## config.mk

```make
export PLATFORM = sky130hd
export DESIGN_NAME = imucfg_regs
export DESIGN_NICKNAME = d
export VERILOG_FILES = /design/src/imucfg_pkg.sv /design/src/imucfg_sample_queue.sv /design/src/imucfg_regs.sv
export SDC_FILE = /design/constraint.sdc
export NUM_CORES = 1
export LEC_CHECK = 0
export ABC_AREA = 1
export BUFFER_PORTS_ARGS = -buffer_cell sky130_fd_sc_hd__buf_2
export CAP_MARGIN = 20
export CORE_ASPECT_RATIO = 0.7
export CORE_UTILIZATION = 43
export CTS_BUF_LIST = sky130_fd_sc_hd__clkbuf_16
export CTS_CLUSTER_DIAMETER = 100
export DETAILED_ROUTE_END_ITERATION = 8
export SLEW_MARGIN = 5
export SYNTH_ARGS = -nofsm -noshare
export SYNTH_HDL_FRONTEND = slang
export SYNTH_HIERARCHICAL = 1
export SYNTH_SLANG_ARGS = --single-unit
export TNS_END_PERCENT = 30
```

## constraint.sdc

```tcl
create_clock -name core_clk -period 4.48 [get_ports core_clk]
set_input_delay 0 -clock core_clk [delete_from_list [all_inputs] [get_ports core_clk]]
set_output_delay 0 -clock core_clk [all_outputs]
set_load 0.05 [all_outputs]
```

## src/imucfg_pkg.sv

```systemverilog
// Package with register indices, field layouts and reset values of the sensor config bank
package imucfg_pkg;

    // ------------------------------------------------------------
    // Register indices (byte address is four times the index)
    // ------------------------------------------------------------
    localparam logic [7:0] IDX_SAMPLE_PORT   = 8'h18;
    localparam logic [7:0] IDX_TEMP_CTRL     = 8'h20;
    localparam logic [7:0] IDX_ROOM_TEMP_LO  = 8'h21;
    localparam logic [7:0] IDX_ACC_MODE      = 8'h22;
    localparam logic [7:0] IDX_ACC_RATE      = 8'h23;
    localparam logic [7:0] IDX_ACC_RANGE     = 8'h25;
    localparam logic [7:0] IDX_ACC_LOWPASS   = 8'h26;
    localparam logic [7:0] IDX_GYRO_MODE     = 8'h28;
    localparam logic [7:0] IDX_GYRO_RATE     = 8'h29;
    localparam logic [7:0] IDX_GYRO_LOWPASS  = 8'h2b;
    localparam logic [7:0] IDX_GYRO_FS_X     = 8'h8f;
    localparam logic [7:0] IDX_GYRO_FS_Y     = 8'h9f;
    localparam logic [7:0] IDX_GYRO_FS_Z     = 8'haf;
    localparam logic [7:0] IDX_TEMP_ANALOG   = 8'hd5;
    localparam logic [7:0] IDX_BANK_STATUS   = 8'hf0;

    // ------------------------------------------------------------
    // Storage slots of the writable registers, and slot codes of the read-only and unmapped ones
    // ------------------------------------------------------------
    localparam int         NUM_CFG           = 13;
    localparam logic [3:0] SLOT_SAMPLE       = 4'hd;
    localparam logic [3:0] SLOT_STATUS       = 4'he;
    localparam logic [3:0] SLOT_NONE         = 4'hf;

    localparam logic [7:0] CFG_IDX  [NUM_CFG] = '{8'h20, 8'h21, 8'h22, 8'h23, 8'h25, 8'h26,
                                                  8'h28, 8'h29, 8'h2b, 8'h8f, 8'h9f, 8'haf,
                                                  8'hd5};
    // Writable bits; reserved bits are never stored and read as zero
    localparam logic [7:0] CFG_MASK [NUM_CFG] = '{8'hbf, 8'hff, 8'hc1, 8'h0f, 8'h07, 8'he8,
                                                  8'h11, 8'h0f, 8'h1c, 8'h07, 8'h07, 8'h07,
                                                  8'h04};
    localparam logic [7:0] CFG_RST  [NUM_CFG] = '{8'hb0, 8'h00, 8'h01, 8'h00, 8'h02, 8'h20,
                                                  8'h01, 8'h00, 8'h00, 8'h06, 8'h06, 8'h06,
                                                  8'h04};

    // ------------------------------------------------------------
    // Field positions
    // ------------------------------------------------------------
    localparam int TEMP_EN_BIT      = 7;
    localparam int TEMP_ODR_LSB     = 4;
    localparam int ANALOG_OFF_BIT   = 2;
    localparam int ACC_LP_BIT       = 7;
    localparam int ACC_DITHER_BIT   = 6;
    localparam int ACC_FILT_BIT     = 0;
    localparam int ACC_CUT_LSB      = 5;
    localparam int ACC_BYP_BIT      = 3;
    localparam int GYRO_INACT_BIT   = 4;
    localparam int GYRO_FILT_BIT    = 0;
    localparam int GYRO_BYP_BIT     = 4;
    localparam int GYRO_CUT_LSB     = 2;
    localparam int STAT_GYRO_OFF    = 0;
    localparam int STAT_Q_EMPTY     = 1;

    localparam logic [1:0] RESP_OKAY   = 2'b00;
    localparam logic [1:0] RESP_SLVERR = 2'b10;

    // Decoded configuration handed to the sensor paths
    typedef struct packed {
        logic        temp_dig_en;
        logic [1:0]  temp_odr;
        logic [11:0] room_temp;
        logic        temp_ana_en;
        logic        acc_low_power;
        logic        acc_dither;
        logic        acc_filt_en;
        logic [3:0]  acc_odr;
        logic [2:0]  acc_range;
        logic [2:0]  acc_lpf_cut;
        logic        acc_lpf_bypass;
        logic        gyro_inact_off_en;
        logic        gyro_filt_en;
        logic [3:0]  gyro_odr;
        logic        gyro_lpf_bypass;
        logic [1:0]  gyro_lpf_cut;
        logic [2:0]  gyro_fs_x;
        logic [2:0]  gyro_fs_y;
        logic [2:0]  gyro_fs_z;
    } imucfg_cfg_t;

endpackage

```

## src/imucfg_sample_queue.sv

```systemverilog
// Byte queue holding buffered samples until the host reads them
`timescale 1ns/100ps
module imucfg_sample_queue #(
    parameter int DEPTH = 16
) (
    input  wire logic       core_clk,
    input  wire logic       resetn,
    input  wire logic       in_valid,
    input  wire logic [7:0] in_data,
    output logic            in_ready,
    input  wire logic       pop,
    output logic [7:0]      head,
    output logic            empty
);
    localparam int AW = $clog2(DEPTH);

    logic [7:0]  mem_r [DEPTH];
    logic [AW:0] cnt_r;
    logic [AW:0] cnt_nxt;
    logic [AW-1:0] rd_r;
    logic [AW-1:0] rd_nxt;
    logic [AW-1:0] wr_r;
    logic [AW-1:0] wr_nxt;
    logic        push;
    logic        take;

    // Full stalls the producer; a pop frees room only on the next cycle
    assign in_ready = (cnt_r != DEPTH[AW:0]);
    assign empty    = (cnt_r == '0);
    assign head     = mem_r[rd_r];
    assign push     = in_valid && in_ready;
    assign take     = pop && !empty;

    // ------------------------------------------------------------
    // Pointer and count update
    // ------------------------------------------------------------
    always_comb begin
        wr_nxt  = push ? AW'(wr_r + 1'b1) : wr_r;
        rd_nxt  = take ? AW'(rd_r + 1'b1) : rd_r;
        cnt_nxt = cnt_r;
        if (push && !take) begin
            cnt_nxt = (AW+1)'(cnt_r + 1'b1);
        end else if (take && !push) begin
            cnt_nxt = (AW+1)'(cnt_r - 1'b1);
        end
    end

    always_ff @(posedge core_clk) begin
        if (!resetn) begin
            cnt_r <= '0;
            rd_r  <= '0;
            wr_r  <= '0;
        end else begin
            cnt_r <= cnt_nxt;
            rd_r  <= rd_nxt;
            wr_r  <= wr_nxt;
        end
    end

    // Storage needs no reset; empty guards every read
    always_ff @(posedge core_clk) begin
        if (push) begin
            mem_r[wr_r] <= in_data;
        end
    end
endmodule

```

## src/imucfg_regs.sv

```systemverilog
// Sensor configuration register bank behind an AXI4-Lite slave
// How it works
// - Sample port is read only, writes ignored
// - Temp control bit 7 enables digital path
// - Temp rate field bits 5:4, reset 11
// - Twelve-bit room temperature split across two bytes
// - Analog temp bit 2 inverted, resets disabled
// - Accel bit 7 selects low-power mode
// - Accel bit 6 enables converter dither
// - Accel bit 0 enables filter, reset on
// - Accel rate field four bits, reset 0000
// - Accel range field three bits, reset 010
// - Accel cut-off bits 7:5, reset 001
// - Accel bit 3 bypasses low-pass filter
// - Gyro powers down on inactivity when enabled
// - Gyro bit 0 enables filter, reset on
// - Gyro rate field four bits, reset 0000
// - Gyro bit 4 bypasses low-pass filter
// - Gyro cut-off field bits 3:2
// - Per-axis gyro full scale, reset 110
//
// Chosen here: the AXI4-Lite register port.
`timescale 1ns/100ps
module imucfg_regs #(
    parameter int Q_DEPTH = 16
) (
    input  wire logic                 core_clk,
    input  wire logic                 resetn,
    input  wire logic [11:0]          s_axi_awaddr,
    input  wire logic                 s_axi_awvalid,
    output logic                      s_axi_awready,
    input  wire logic [31:0]          s_axi_wdata,
    input  wire logic [3:0]           s_axi_wstrb,
    input  wire logic                 s_axi_wvalid,
    output logic                      s_axi_wready,
    output logic [1:0]                s_axi_bresp,
    output logic                      s_axi_bvalid,
    input  wire logic                 s_axi_bready,
    input  wire logic [11:0]          s_axi_araddr,
    input  wire logic                 s_axi_arvalid,
    output logic                      s_axi_arready,
    output logic [31:0]               s_axi_rdata,
    output logic [1:0]                s_axi_rresp,
    output logic                      s_axi_rvalid,
    input  wire logic                 s_axi_rready,
    input  wire logic                 sample_valid,
    input  wire logic [7:0]           sample_data,
    output logic                      sample_ready,
    input  wire logic                 inactivity_evt,
    output logic                      gyro_power_down,
    output imucfg_pkg::imucfg_cfg_t   cfg
);
    // ------------------------------------------------------------
    // Address decode
    // ------------------------------------------------------------
    // Maps a byte address onto a storage slot; misaligned is unmapped
    function automatic logic [3:0] slot_of(input logic [11:0] addr);
        logic [3:0] s;
        s = imucfg_pkg::SLOT_NONE;
        if (addr[1:0] != 2'b00 || addr[11:10] != 2'b00) begin
            s = imucfg_pkg::SLOT_NONE;
        end else if (addr[9:2] == imucfg_pkg::IDX_SAMPLE_PORT) begin
            s = imucfg_pkg::SLOT_SAMPLE;
        end else if (addr[9:2] == imucfg_pkg::IDX_BANK_STATUS) begin
            s = imucfg_pkg::SLOT_STATUS;
        end else begin
            for (int i = 0; i < imucfg_pkg::NUM_CFG; i++) begin
                if (addr[9:2] == imucfg_pkg::CFG_IDX[i]) begin
                    s = 4'(i);
                end
            end
        end
        return s;
    endfunction

    logic [7:0]  cfg_r [imucfg_pkg::NUM_CFG];
    logic [7:0]  cfg_nxt [imucfg_pkg::NUM_CFG];
    logic        aw_held_r;
    logic        aw_held_nxt;
    logic [11:0] aw_addr_r;
    logic [11:0] aw_addr_nxt;
    logic        w_held_r;
    logic        w_held_nxt;
    logic [7:0]  w_byte_r;
    logic [7:0]  w_byte_nxt;
    logic        w_lane_r;
    logic        w_lane_nxt;
    logic        bvalid_r;
    logic        bvalid_nxt;
    logic [1:0]  bresp_r;
    logic [1:0]  bresp_nxt;
    logic        rvalid_r;
    logic        rvalid_nxt;
    logic [31:0] rdata_r;
    logic [31:0] rdata_nxt;
    logic [1:0]  rresp_r;
    logic [1:0]  rresp_nxt;
    logic        gyro_off_r;
    logic        gyro_off_nxt;
    logic        aw_hs;
    logic        w_hs;
    logic        ar_hs;
    logic        wr_go;
    logic [3:0]  wr_slot;
    logic [7:0]  wr_data;
    logic        wr_lane;
    logic [3:0]  rd_slot;
    logic        q_pop;
    logic [7:0]  q_head;
    logic        q_empty;

    // Channels refuse new items while a response is still pending
    assign s_axi_awready = !aw_held_r && !bvalid_r;
    assign s_axi_wready  = !w_held_r && !bvalid_r;
    assign s_axi_arready = !rvalid_r;
    assign s_axi_bvalid  = bvalid_r;
    assign s_axi_bresp   = bresp_r;
    assign s_axi_rvalid  = rvalid_r;
    assign s_axi_rdata   = rdata_r;
    assign s_axi_rresp   = rresp_r;

    assign aw_hs   = s_axi_awvalid && s_axi_awready;
    assign w_hs    = s_axi_wvalid && s_axi_wready;
    assign ar_hs   = s_axi_arvalid && s_axi_arready;
    // Write commits on the edge where the later of address and data arrives
    assign wr_go   = (aw_held_r || aw_hs) && (w_held_r || w_hs) && !bvalid_r;
    assign wr_slot = slot_of(aw_held_r ? aw_addr_r : s_axi_awaddr);
    assign wr_data = w_held_r ? w_byte_r : s_axi_wdata[7:0];
    assign wr_lane = w_held_r ? w_lane_r : s_axi_wstrb[0];
    assign rd_slot = slot_of(s_axi_araddr);

    // ------------------------------------------------------------
    // Write channel
    // ------------------------------------------------------------
    always_comb begin
        aw_held_nxt = aw_held_r;
        aw_addr_nxt = aw_addr_r;
        w_held_nxt  = w_held_r;
        w_byte_nxt  = w_byte_r;
        w_lane_nxt  = w_lane_r;
        bvalid_nxt  = bvalid_r;
        bresp_nxt   = bresp_r;
        if (aw_hs) begin
            aw_held_nxt = 1'b1;
            aw_addr_nxt = s_axi_awaddr;
        end
        if (w_hs) begin
            w_held_nxt = 1'b1;
            w_byte_nxt = s_axi_wdata[7:0];
            w_lane_nxt = s_axi_wstrb[0];
        end
        if (wr_go) begin
            aw_held_nxt = 1'b0;
            w_held_nxt  = 1'b0;
            bvalid_nxt  = 1'b1;
            // Read-only slots accept the write silently
            bresp_nxt   = (wr_slot == imucfg_pkg::SLOT_NONE) ? imucfg_pkg::RESP_SLVERR
                                                              : imucfg_pkg::RESP_OKAY;
        end else if (bvalid_r && s_axi_bready) begin
            bvalid_nxt = 1'b0;
        end
    end

    always_ff @(posedge core_clk) begin
        if (!resetn) begin
            aw_held_r <= 1'b0;
            aw_addr_r <= 12'h000;
            w_held_r  <= 1'b0;
            w_byte_r  <= 8'h00;
            w_lane_r  <= 1'b0;
            bvalid_r  <= 1'b0;
            bresp_r   <= 2'h0;
        end else begin
            aw_held_r <= aw_held_nxt;
            aw_addr_r <= aw_addr_nxt;
            w_held_r  <= w_held_nxt;
            w_byte_r  <= w_byte_nxt;
            w_lane_r  <= w_lane_nxt;
            bvalid_r  <= bvalid_nxt;
            bresp_r   <= bresp_nxt;
        end
    end

    // ------------------------------------------------------------
    // Configuration storage
    // ------------------------------------------------------------
    // Any code is stored as written; decoding it is the sensor path's job
    generate
        for (genvar g = 0; g < imucfg_pkg::NUM_CFG; g++) begin : g_cfg
            always_comb begin
                cfg_nxt[g] = cfg_r[g];
                if (wr_go && wr_lane && wr_slot == 4'(g)) begin
                    cfg_nxt[g] = wr_data & imucfg_pkg::CFG_MASK[g];
                end
            end

            always_ff @(posedge core_clk) begin
                if (!resetn) begin
                    cfg_r[g] <= imucfg_pkg::CFG_RST[g];
                end else begin
                    cfg_r[g] <= cfg_nxt[g];
                end
            end
        end
    endgenerate

    // Field extraction onto the configuration bundle
    always_comb begin
        cfg.temp_dig_en       = cfg_r[0][imucfg_pkg::TEMP_EN_BIT];
        cfg.temp_odr          = cfg_r[0][imucfg_pkg::TEMP_ODR_LSB +: 2];
        cfg.room_temp         = {cfg_r[0][3:0], cfg_r[1]};
        cfg.temp_ana_en       = !cfg_r[12][imucfg_pkg::ANALOG_OFF_BIT];
        cfg.acc_low_power     = cfg_r[2][imucfg_pkg::ACC_LP_BIT];
        cfg.acc_dither        = cfg_r[2][imucfg_pkg::ACC_DITHER_BIT];
        cfg.acc_filt_en       = cfg_r[2][imucfg_pkg::ACC_FILT_BIT];
        cfg.acc_odr           = cfg_r[3][3:0];
        cfg.acc_range         = cfg_r[4][2:0];
        cfg.acc_lpf_cut       = cfg_r[5][imucfg_pkg::ACC_CUT_LSB +: 3];
        cfg.acc_lpf_bypass    = cfg_r[5][imucfg_pkg::ACC_BYP_BIT];
        cfg.gyro_inact_off_en = cfg_r[6][imucfg_pkg::GYRO_INACT_BIT];
        cfg.gyro_filt_en      = cfg_r[6][imucfg_pkg::GYRO_FILT_BIT];
        cfg.gyro_odr          = cfg_r[7][3:0];
        cfg.gyro_lpf_bypass   = cfg_r[8][imucfg_pkg::GYRO_BYP_BIT];
        cfg.gyro_lpf_cut      = cfg_r[8][imucfg_pkg::GYRO_CUT_LSB +: 2];
        cfg.gyro_fs_x         = cfg_r[9][2:0];
        cfg.gyro_fs_y         = cfg_r[10][2:0];
        cfg.gyro_fs_z         = cfg_r[11][2:0];
    end

    // ------------------------------------------------------------
    // Gyroscope shutdown on inactivity
    // ------------------------------------------------------------
    // Sticky while enabled; clearing the enable wakes the gyro again
    always_comb begin
        gyro_off_nxt = cfg.gyro_inact_off_en && (gyro_off_r || inactivity_evt);
    end

    always_ff @(posedge core_clk) begin
        if (!resetn) begin
            gyro_off_r <= 1'b0;
        end else begin
            gyro_off_r <= gyro_off_nxt;
        end
    end

    assign gyro_power_down = gyro_off_r;

    // ------------------------------------------------------------
    // Read channel
    // ------------------------------------------------------------
    // The pop happens at address acceptance, so a read is never replayed
    assign q_pop = ar_hs && rd_slot == imucfg_pkg::SLOT_SAMPLE;

    always_comb begin
        rvalid_nxt = rvalid_r;
        rdata_nxt  = rdata_r;
        rresp_nxt  = rresp_r;
        if (ar_hs) begin
            rvalid_nxt = 1'b1;
            rresp_nxt  = imucfg_pkg::RESP_OKAY;
            rdata_nxt  = 32'h0000_0000;
            if (rd_slot == imucfg_pkg::SLOT_SAMPLE) begin
                rdata_nxt[7:0] = q_empty ? 8'h00 : q_head;
            end else if (rd_slot == imucfg_pkg::SLOT_STATUS) begin
                rdata_nxt[imucfg_pkg::STAT_GYRO_OFF] = gyro_off_r;
                rdata_nxt[imucfg_pkg::STAT_Q_EMPTY]  = q_empty;
            end else if (rd_slot == imucfg_pkg::SLOT_NONE) begin
                rresp_nxt = imucfg_pkg::RESP_SLVERR;
            end else begin
                rdata_nxt[7:0] = cfg_r[rd_slot];
            end
        end else if (rvalid_r && s_axi_rready) begin
            rvalid_nxt = 1'b0;
        end
    end

    always_ff @(posedge core_clk) begin
        if (!resetn) begin
            rvalid_r <= 1'b0;
            rdata_r  <= 32'h0000_0000;
            rresp_r  <= 2'h0;
        end else begin
            rvalid_r <= rvalid_nxt;
            rdata_r  <= rdata_nxt;
            rresp_r  <= rresp_nxt;
        end
    end

    imucfg_sample_queue #(
        .DEPTH    (Q_DEPTH)
    ) u_queue (
        .core_clk (core_clk),
        .resetn   (resetn),
        .in_valid (sample_valid),
        .in_data  (sample_data),
        .in_ready (sample_ready),
        .pop      (q_pop),
        .head     (q_head),
        .empty    (q_empty)
    );
endmodule

```

# --- Word level (Yosys, flattened, before mapping) ---
# Memory sizes are Yosys's and may differ from the RTL's. A register that Yosys moved wholly into a read port is not among the register bits.
# Cells that the tools add are included.
totals:
  mem_count: 2
  ff_bits: 51
  mem_bits_rw: 232
  out_inout_bits: 91
mem_list:
  columns: ["name", "words", "width", "rd", "rd_ports_with_merged_regs", "write_ports", "line_no", "rtl"]
  rows:
  - ["u_queue.mem_r", 16, 8, 1, 1, 1, "imucfg_sample_queue.sv:17", "logic [7:0] mem_r [DEPTH];"]
  - ["cfg_r", 13, 8, 14, 0, 13, "imucfg_regs.sv:76", "logic [7:0] cfg_r [imucfg_pkg::NUM_CFG];"]
op_classes:
  addsub: 4
  n_bitwise: 14
  reduce_logical: 52
  n_eq_ne: 47
  n_mux: 82
ops:
  columns: ["operator", "n"]
  rows:
  - ["2-to-1 mux 8 bit", 30]
  - ["== test 8 x 6 -> 1 bit (second input constant)", 18]
  - ["2-to-1 mux 4 bit", 34]
  - ["== test 8 bit (second input constant)", 10]
  - ["== test 4 bit (second input constant)", 9]
  - ["logical AND 1 bit", 29]
  - ["== test 4 x 3 -> 1 bit (second input constant)", 4]
  - ["== test 8 x 5 -> 1 bit (second input constant)", 2]
  - ["nonzero test 2 bit", 7]
  - ["bitwise OR 1 bit", 13]
  - ["2-to-1 mux 12 bit", 1]
  - ["2-to-1 mux 2 bit", 5]
  - ["2-to-1 mux 5 bit", 2]
  - ["2-to-1 mux 1 bit", 9]
  - ["adder 4 x 1 -> 4 bit (second input constant)", 2]
  - ["== test 4 x 2 -> 1 bit (second input constant)", 2]
  - ["zero test 1 bit", 8]
  - ["2-to-1 mux 6 bit", 1]
  - ["adder 5 x 1 -> 5 bit (second input constant)", 1]
  - ["zero test 5 bit", 1]
  - ["logical OR 1 bit", 5]
  - ["!= test 5 bit (second input constant)", 1]
  - ["subtractor 5 x 1 -> 5 bit (second input constant)", 1]
  - ["== test 4 x 1 -> 1 bit (second input constant)", 1]
  - ["3 further kinds", 3]

# --- Logic depth before layout (Yosys ltp) ---
logic_depth:
  word_depth: 23
  ltp_mapped: 22
  depth_no_buf: 22

# --- Hierarchy ---
# The synthesis kept the hierarchy.
modules_own_cells:
  columns: ["module", "instances", "seq_area_each_um2", "cells_per_inst", "area_each_um2"]
  rows:
  - ["imucfg_sample_queue", 1, 4184.0, 656, 6441.2]
  - ["imucfg_regs", 1, 1681.6, 814, 4999.8]

# --- Worst setup path before layout ---
# Ideal clock, no wire load.
synth_path:
  path_type: "reg2reg"
  startpoint: "register bvalid_r, in the netlist s_axi_bvalid"
  endpoint: "memory cfg_r[11][1]"
  path_slack_ps: 1488
  path_stages_with_launch: 13
  n_path_buf: 0
  synth_period_minus_slack_ps: 2992
  arrival_time_ps: 2853
  setup_ps: 139
  required_ps: 4341
  path_cell_list: "dfxtp_1 nor2_1 nand2_1 inv_2 nor2_1 nor3_2 nand2_2 inv_2 nand4_2 nor2_4 nand3_1 a21oi_1 o21ai_0"
synth_lines:
  columns: ["element", "line_no", "rtl"]
  rows:
  - ["from (decl)", "imucfg_regs.sv:88", "logic bvalid_r;"]
  - ["from (signal assigned)", "imucfg_regs.sv:179", "bvalid_r <= bvalid_nxt;"]
  - ["to (decl)", "imucfg_regs.sv:76", null]

# --- Worst setup path in the final report ---
layout_path:
  startpoint: "input port s_axi_araddr[6]"
  endpoint: "register u_queue.cnt_r[4]"
layout_via:
  elab_chain_cells: 23
  elab_cells_between_ends: 39
layout_rtl:
  columns: ["element", "line_no", "rtl"]
  rows:
  - ["from (decl)", "imucfg_regs.sv:39", "input wire logic [11:0] s_axi_araddr,"]
  - ["== test 8 x 6 -> 1 bit", "imucfg_regs.sv:68", "if (addr[9:2] == imucfg_pkg::CFG_IDX[i]) begin"]
  - ["2-to-1 mux 4 bit (13 in a row)", "imucfg_regs.sv:68", null]
  - ["2-to-1 mux 4 bit", "imucfg_regs.sv:64", "end else if (addr[9:2] == imucfg_pkg::IDX_BANK_STATUS) begin"]
  - ["2-to-1 mux 4 bit (*)", "imucfg_regs.sv:62", "end else if (addr[9:2] == imucfg_pkg::IDX_SAMPLE_PORT) begin"]
  - ["2-to-1 mux 4 bit (*)", "imucfg_regs.sv:60", "if (addr[1:0] != 2'b00 || addr[11:10] != 2'b00) begin"]
  - ["== test 4 bit (*)", "imucfg_regs.sv:252", "assign q_pop = ar_hs && rd_slot == imucfg_pkg::SLOT_SAMPLE;"]
  - ["logical AND 1 bit (*)", "imucfg_regs.sv:252", null]
  - ["via q_pop", "imucfg_regs.sv:108", "logic q_pop;"]
  - ["logical AND 1 bit (*)", "imucfg_sample_queue.sv:32", "assign take = pop && !empty;"]
  - ["zero test 1 bit", "imucfg_sample_queue.sv:41", "if (push && !take) begin"]
  - ["logical AND 1 bit", "imucfg_sample_queue.sv:41", null]
  - ["2-to-1 mux 5 bit / nonzero test 2 bit (equally long branches)", null, null]
  - ["to (signal assigned)", "imucfg_sample_queue.sv:54", "cnt_r <= cnt_nxt;"]
  - ["to (decl)", "imucfg_sample_queue.sv:18", "logic [AW:0] cnt_r;"]
# Mark *: on every way through the listed nets, which the timed path passes. The rest lies on a longest branch.
# A chain may end at the register's enable or synchronous reset.

==> results.toml <==
[power_and_ir_drop]
proportion_of_total_power_due_to_net_switching = 0.285
share_of_power_burned_in_combinational_logic = 0.142
clkPwrFrac = 0.374
seqPwrFrac = 0.484
p_leak_nw = 6.08
max-vdd-ir-drop_mv = 0.260
power.net_switching_mw = 1.38
internal_power_mw = 3.46
cellPowerDensity_nw_per_um2 = 363

[finish]
fin_nets = 1708
final_layout_size_suffix_gt1_frac = 0.129
area.sequential_sq_um = 5870
areaGrowthSynthToFinish_pct = 16.7
fillers = 2452
multi_input_area_sq_um = 4440
antenna_cell_count = 0

[routing]
wl_per_cell_um = 15.4
routed_via_density = 4.88
drcViolationCount = 0
totalWireLength_mm = 30.8
drt_iter0_drc = 711
final_antenna_net_count = 0
num_vias = 9743
drtPass1Iterations = 5

[yosys]
yosys-top-cells-count = "sky130_fd_sc_hd__nand2_1, sky130_fd_sc_hd__inv_1, sky130_fd_sc_hd__nor2_1, sky130_fd_sc_hd__nand3_1, sky130_fd_sc_hd__edfxtp_1"
synth_cells = 1470
sequential_fraction_of_the_synthesis_area = 0.513
post_synth.cell_area_avg_sq_um = 7.78
synth_largest_type_area_fraction = 0.336
mappedNetlistArea_sq_um = 11400
count_of_different_cell_masters_after_synthesis = 41
yosysMostFrequentCell = "sky130_fd_sc_hd__nand2_1"
synth_ff_type = "sky130_fd_sc_hd__edfxtp_1"
synth-edff-count = 128
postSynth.asyncResetShare = 0
post_synth_main_area_contributors = "sky130_fd_sc_hd__edfxtp_1, sky130_fd_sc_hd__dfxtp_1, sky130_fd_sc_hd__nand2_1"
synth-seq-cells = 229
post-synth-top-area-cell = "sky130_fd_sc_hd__edfxtp_1"
ys_warn_count = 6

[global_route]
grt_antenna_before_repair = 0
grt_start_max_net_pins = 78
number_of_global_route_vias_before_repair = 8714
grt.overflow.total = 0
total_routing_usage_gr = 0.228
grt_pass1_wl_mm = 48.3

[timing]
post-route-min-period_ps = 3100
number_of_max_slew_violations_in_the_final_report = 0
setup_ws_ps = 1380
grt_setup_unrepaired = "false"
max_slew.worst_pin.slew_ps = 1020
maxSlewHeadroom = 0.304
timing_hold_violations_final = 0
layout_skew_ps = 27.7
setup_total_negative_slack_ps = 0
max_freq_mhz = 322
final-setup-viol-count = 0
min_period_over_period = 0.693

[critical_path]
startpoint_type_of_the_worst_setup_path = "input pin"
r2r-start = "w_held_r"
worst-r2r-setup-slack_ps = 1490
worstPathBufferInverterCount = 6
cp_data_arrival_time_ps = 3540
critical_path_class = "input pin to flip-flop"
ff2ff_path_depth = 12
worst_ep_required_time_ps = 4920
setup.worst_path.end_class = "flip-flop"
worst-path-max-fanout = 9
critical-path-max-stage-delay_ps = 530
crit_path_cell_trace = "buf_2 -> inv_1 -> nand2_1 -> nor2_2 -> nand2_1 -> nand2_1 -> nor2_1 -> nand4_1 -> nand2_2 -> nor2_1 -> inv_1 -> nor3_1 -> buf_4 -> nand2_2 -> ha_1 -> inv_1 -> ha_1 -> or2_2 -> nand3_1 -> nand2_1 -> o21ai_0 -> inv_1"
critPathTopFamily = "simple AND/OR/NAND/NOR gates"
critical-path-slowest-cell = "sky130_fd_sc_hd__nor2_1"
rr_endpoint = "cfg_r[7][3]"

[min_path]
hp-start = "s_axi_awvalid"
timing.hold.worst_endpoint = "aw_addr_r[1]"
whs_path_depth = 4
hp-class = "input pin to flip-flop"

[floorplanning]
io_pins = 168
floorplan.core_area_sq_um = 25900
number_of_rows_created_at_floorplan = 49
die_area_sq_um = 27300
chipHeight_um = 138
initial_utilization = 0.441
die_width_um = 197

[clock_network]
cts_made_buffers = 24
worst_setup_hold_path_clk_slew_ps = 60
clk_root_buffer_cell = "sky130_fd_sc_hd__clkbuf_16"
tritoncts = "done"
htree_levels = 1
post_cts.repair.setup_buffers = 0
clock_sink_count = 229
clock_latency_ps = 550
clockBufferDepth = 3

[run]
cap_viol_max_count = 0

[place]
gp_congestion = 0.934
post-place-ws_ps = 874
dpl.hpwl_mm = 20.9
io_buf_count = 114

[status]
outcome = "finished clean"
## cells by family after synthesis
| logic type | Yosys count | synth area share |
|---|---|---|
| flops | 229 | 0.513 |
| compound gates | 121 | 0.0559 |
| xor+xnor | 4 | 0.00306 |
| buf+inv | 281 | 0.108 |
| simple gates | 823 | 0.308 |
| mux | 1 | 0.000875 |
| other cells | 1 | 0.000328 |
| fa+ha+maj | 10 | 0.0116 |
## worst max-delay path by stage
stage                                from          endpoint  depth (start not counted)
after global routing      s_axi_araddr[9]  u_queue/cnt_r[4]                         20
final                     s_axi_araddr[6]  u_queue/cnt_r[4]                         22
after global placement    s_axi_araddr[6]  u_queue/cnt_r[4]                         22
after CTS                 s_axi_araddr[6]  u_queue/cnt_r[4]                         22
after floorplan              s_axi_bvalid      cfg_r[11][1]                         12
after detailed placement  s_axi_araddr[6]  u_queue/cnt_r[4]                         22
## layout make-up
type | count | area share
Clock buffer | 24 | 0.0450
Clock inverter | 19 | 0.00824
Inverter | 212 | 0.0596
Multi-Input combinational cell | 985 | 0.332
Sequential cell | 229 | 0.439
Tap cell | 357 | 0.0334
Timing Repair Buffer | 169 | 0.0821
## repair_timing
item,CTS,global route
endpoints found under the hold margin,159,0
hold buffers,46,0
gates resized for setup,0,0
## power by group through the flow
stage / clock, mW / combinational (mW) / sequential (mW)
after floorplan: 0 / 0.444 / 2.40
after global placement: 0 / 0.621 / 2.39
after detailed placement: 0 / 0.631 / 2.39
after CTS: 1.84 / 0.673 / 2.34
after global routing: 1.92 / 0.758 / 2.35
final: 1.81 / 0.687 / 2.34
## sequential cells by signal, indices dropped and copies added (netlist names), 4 cells and up, named ones only
register and flops:
u_queue/mem_r 128, cfg_r 48, aw_addr_r 12, s_axi_rdata 8, w_byte_r 8, u_queue/cnt_r 5, u_queue/rd_r 4, u_queue/wr_r 4
## worst register-to-register path, delay by kind of cell (launching register included)
family | cells | cell delay [ps]
flops | 1 | 520
buf+inv | 1 | 210
simple gates | 11 | 2150
## cells in the final DEF (no fill, tap or decap), drive strengths merged
cell type | synthesis | routed
nor3 | 21 | 21
o21bai | 1 | 1
a31oi | 4 | 4
clkbuf | 14 | 25
clkinvlp | 0 | 3
o21ai | 75 | 75
nand3 | 159 | 159
nand4 | 12 | 12
o211ai | 5 | 5
nor3b | 1 | 1
conb | 1 | 26
buf | 55 | 122
clkinv | 5 | 19
a21oi | 33 | 33
edfxtp | 128 | 128
dfxtp | 101 | 101
inv | 207 | 209
ha | 9 | 9
fa | 1 | 1
nand3b | 2 | 2
a32o | 1 | 1
nor2 | 201 | 201
mux2i | 1 | 1
o21a | 1 | 1
nand2 | 425 | 425
xor2 | 4 | 4
a211oi | 1 | 1
dlygate4sd3 | 0 | 46
or2 | 2 | 2
## routing by layer
layer / GRT usage / vias to the layer above / wire length, um
li1: - / 4936 / -
met2: 0.323 / 339 / 12500
met5: 0 / - / 0
met3: 0.0361 / 32 / 2420
met1: 0.364 / 4436 / 15400
met4: 0.0424 / 0 / 475
## metrics by stage
step	instance area (sq um)	hold slack, ps	power [mW]	instances	util
6_report	13400	50.7	4.84	1995	0.515
5_1_grt	13400	83.3	5.03	1995	0.515
3_3_place_gp	12200	262	3.01	1904	0.469
3_5_place_dp	12200	272	3.02	1905	0.470
4_1_cts	13300	14.1	4.86	1994	0.515
2_1_floorplan	11500	98.9	2.85	1495	-
No activity file was read; power rests on OpenSTA's default activity.
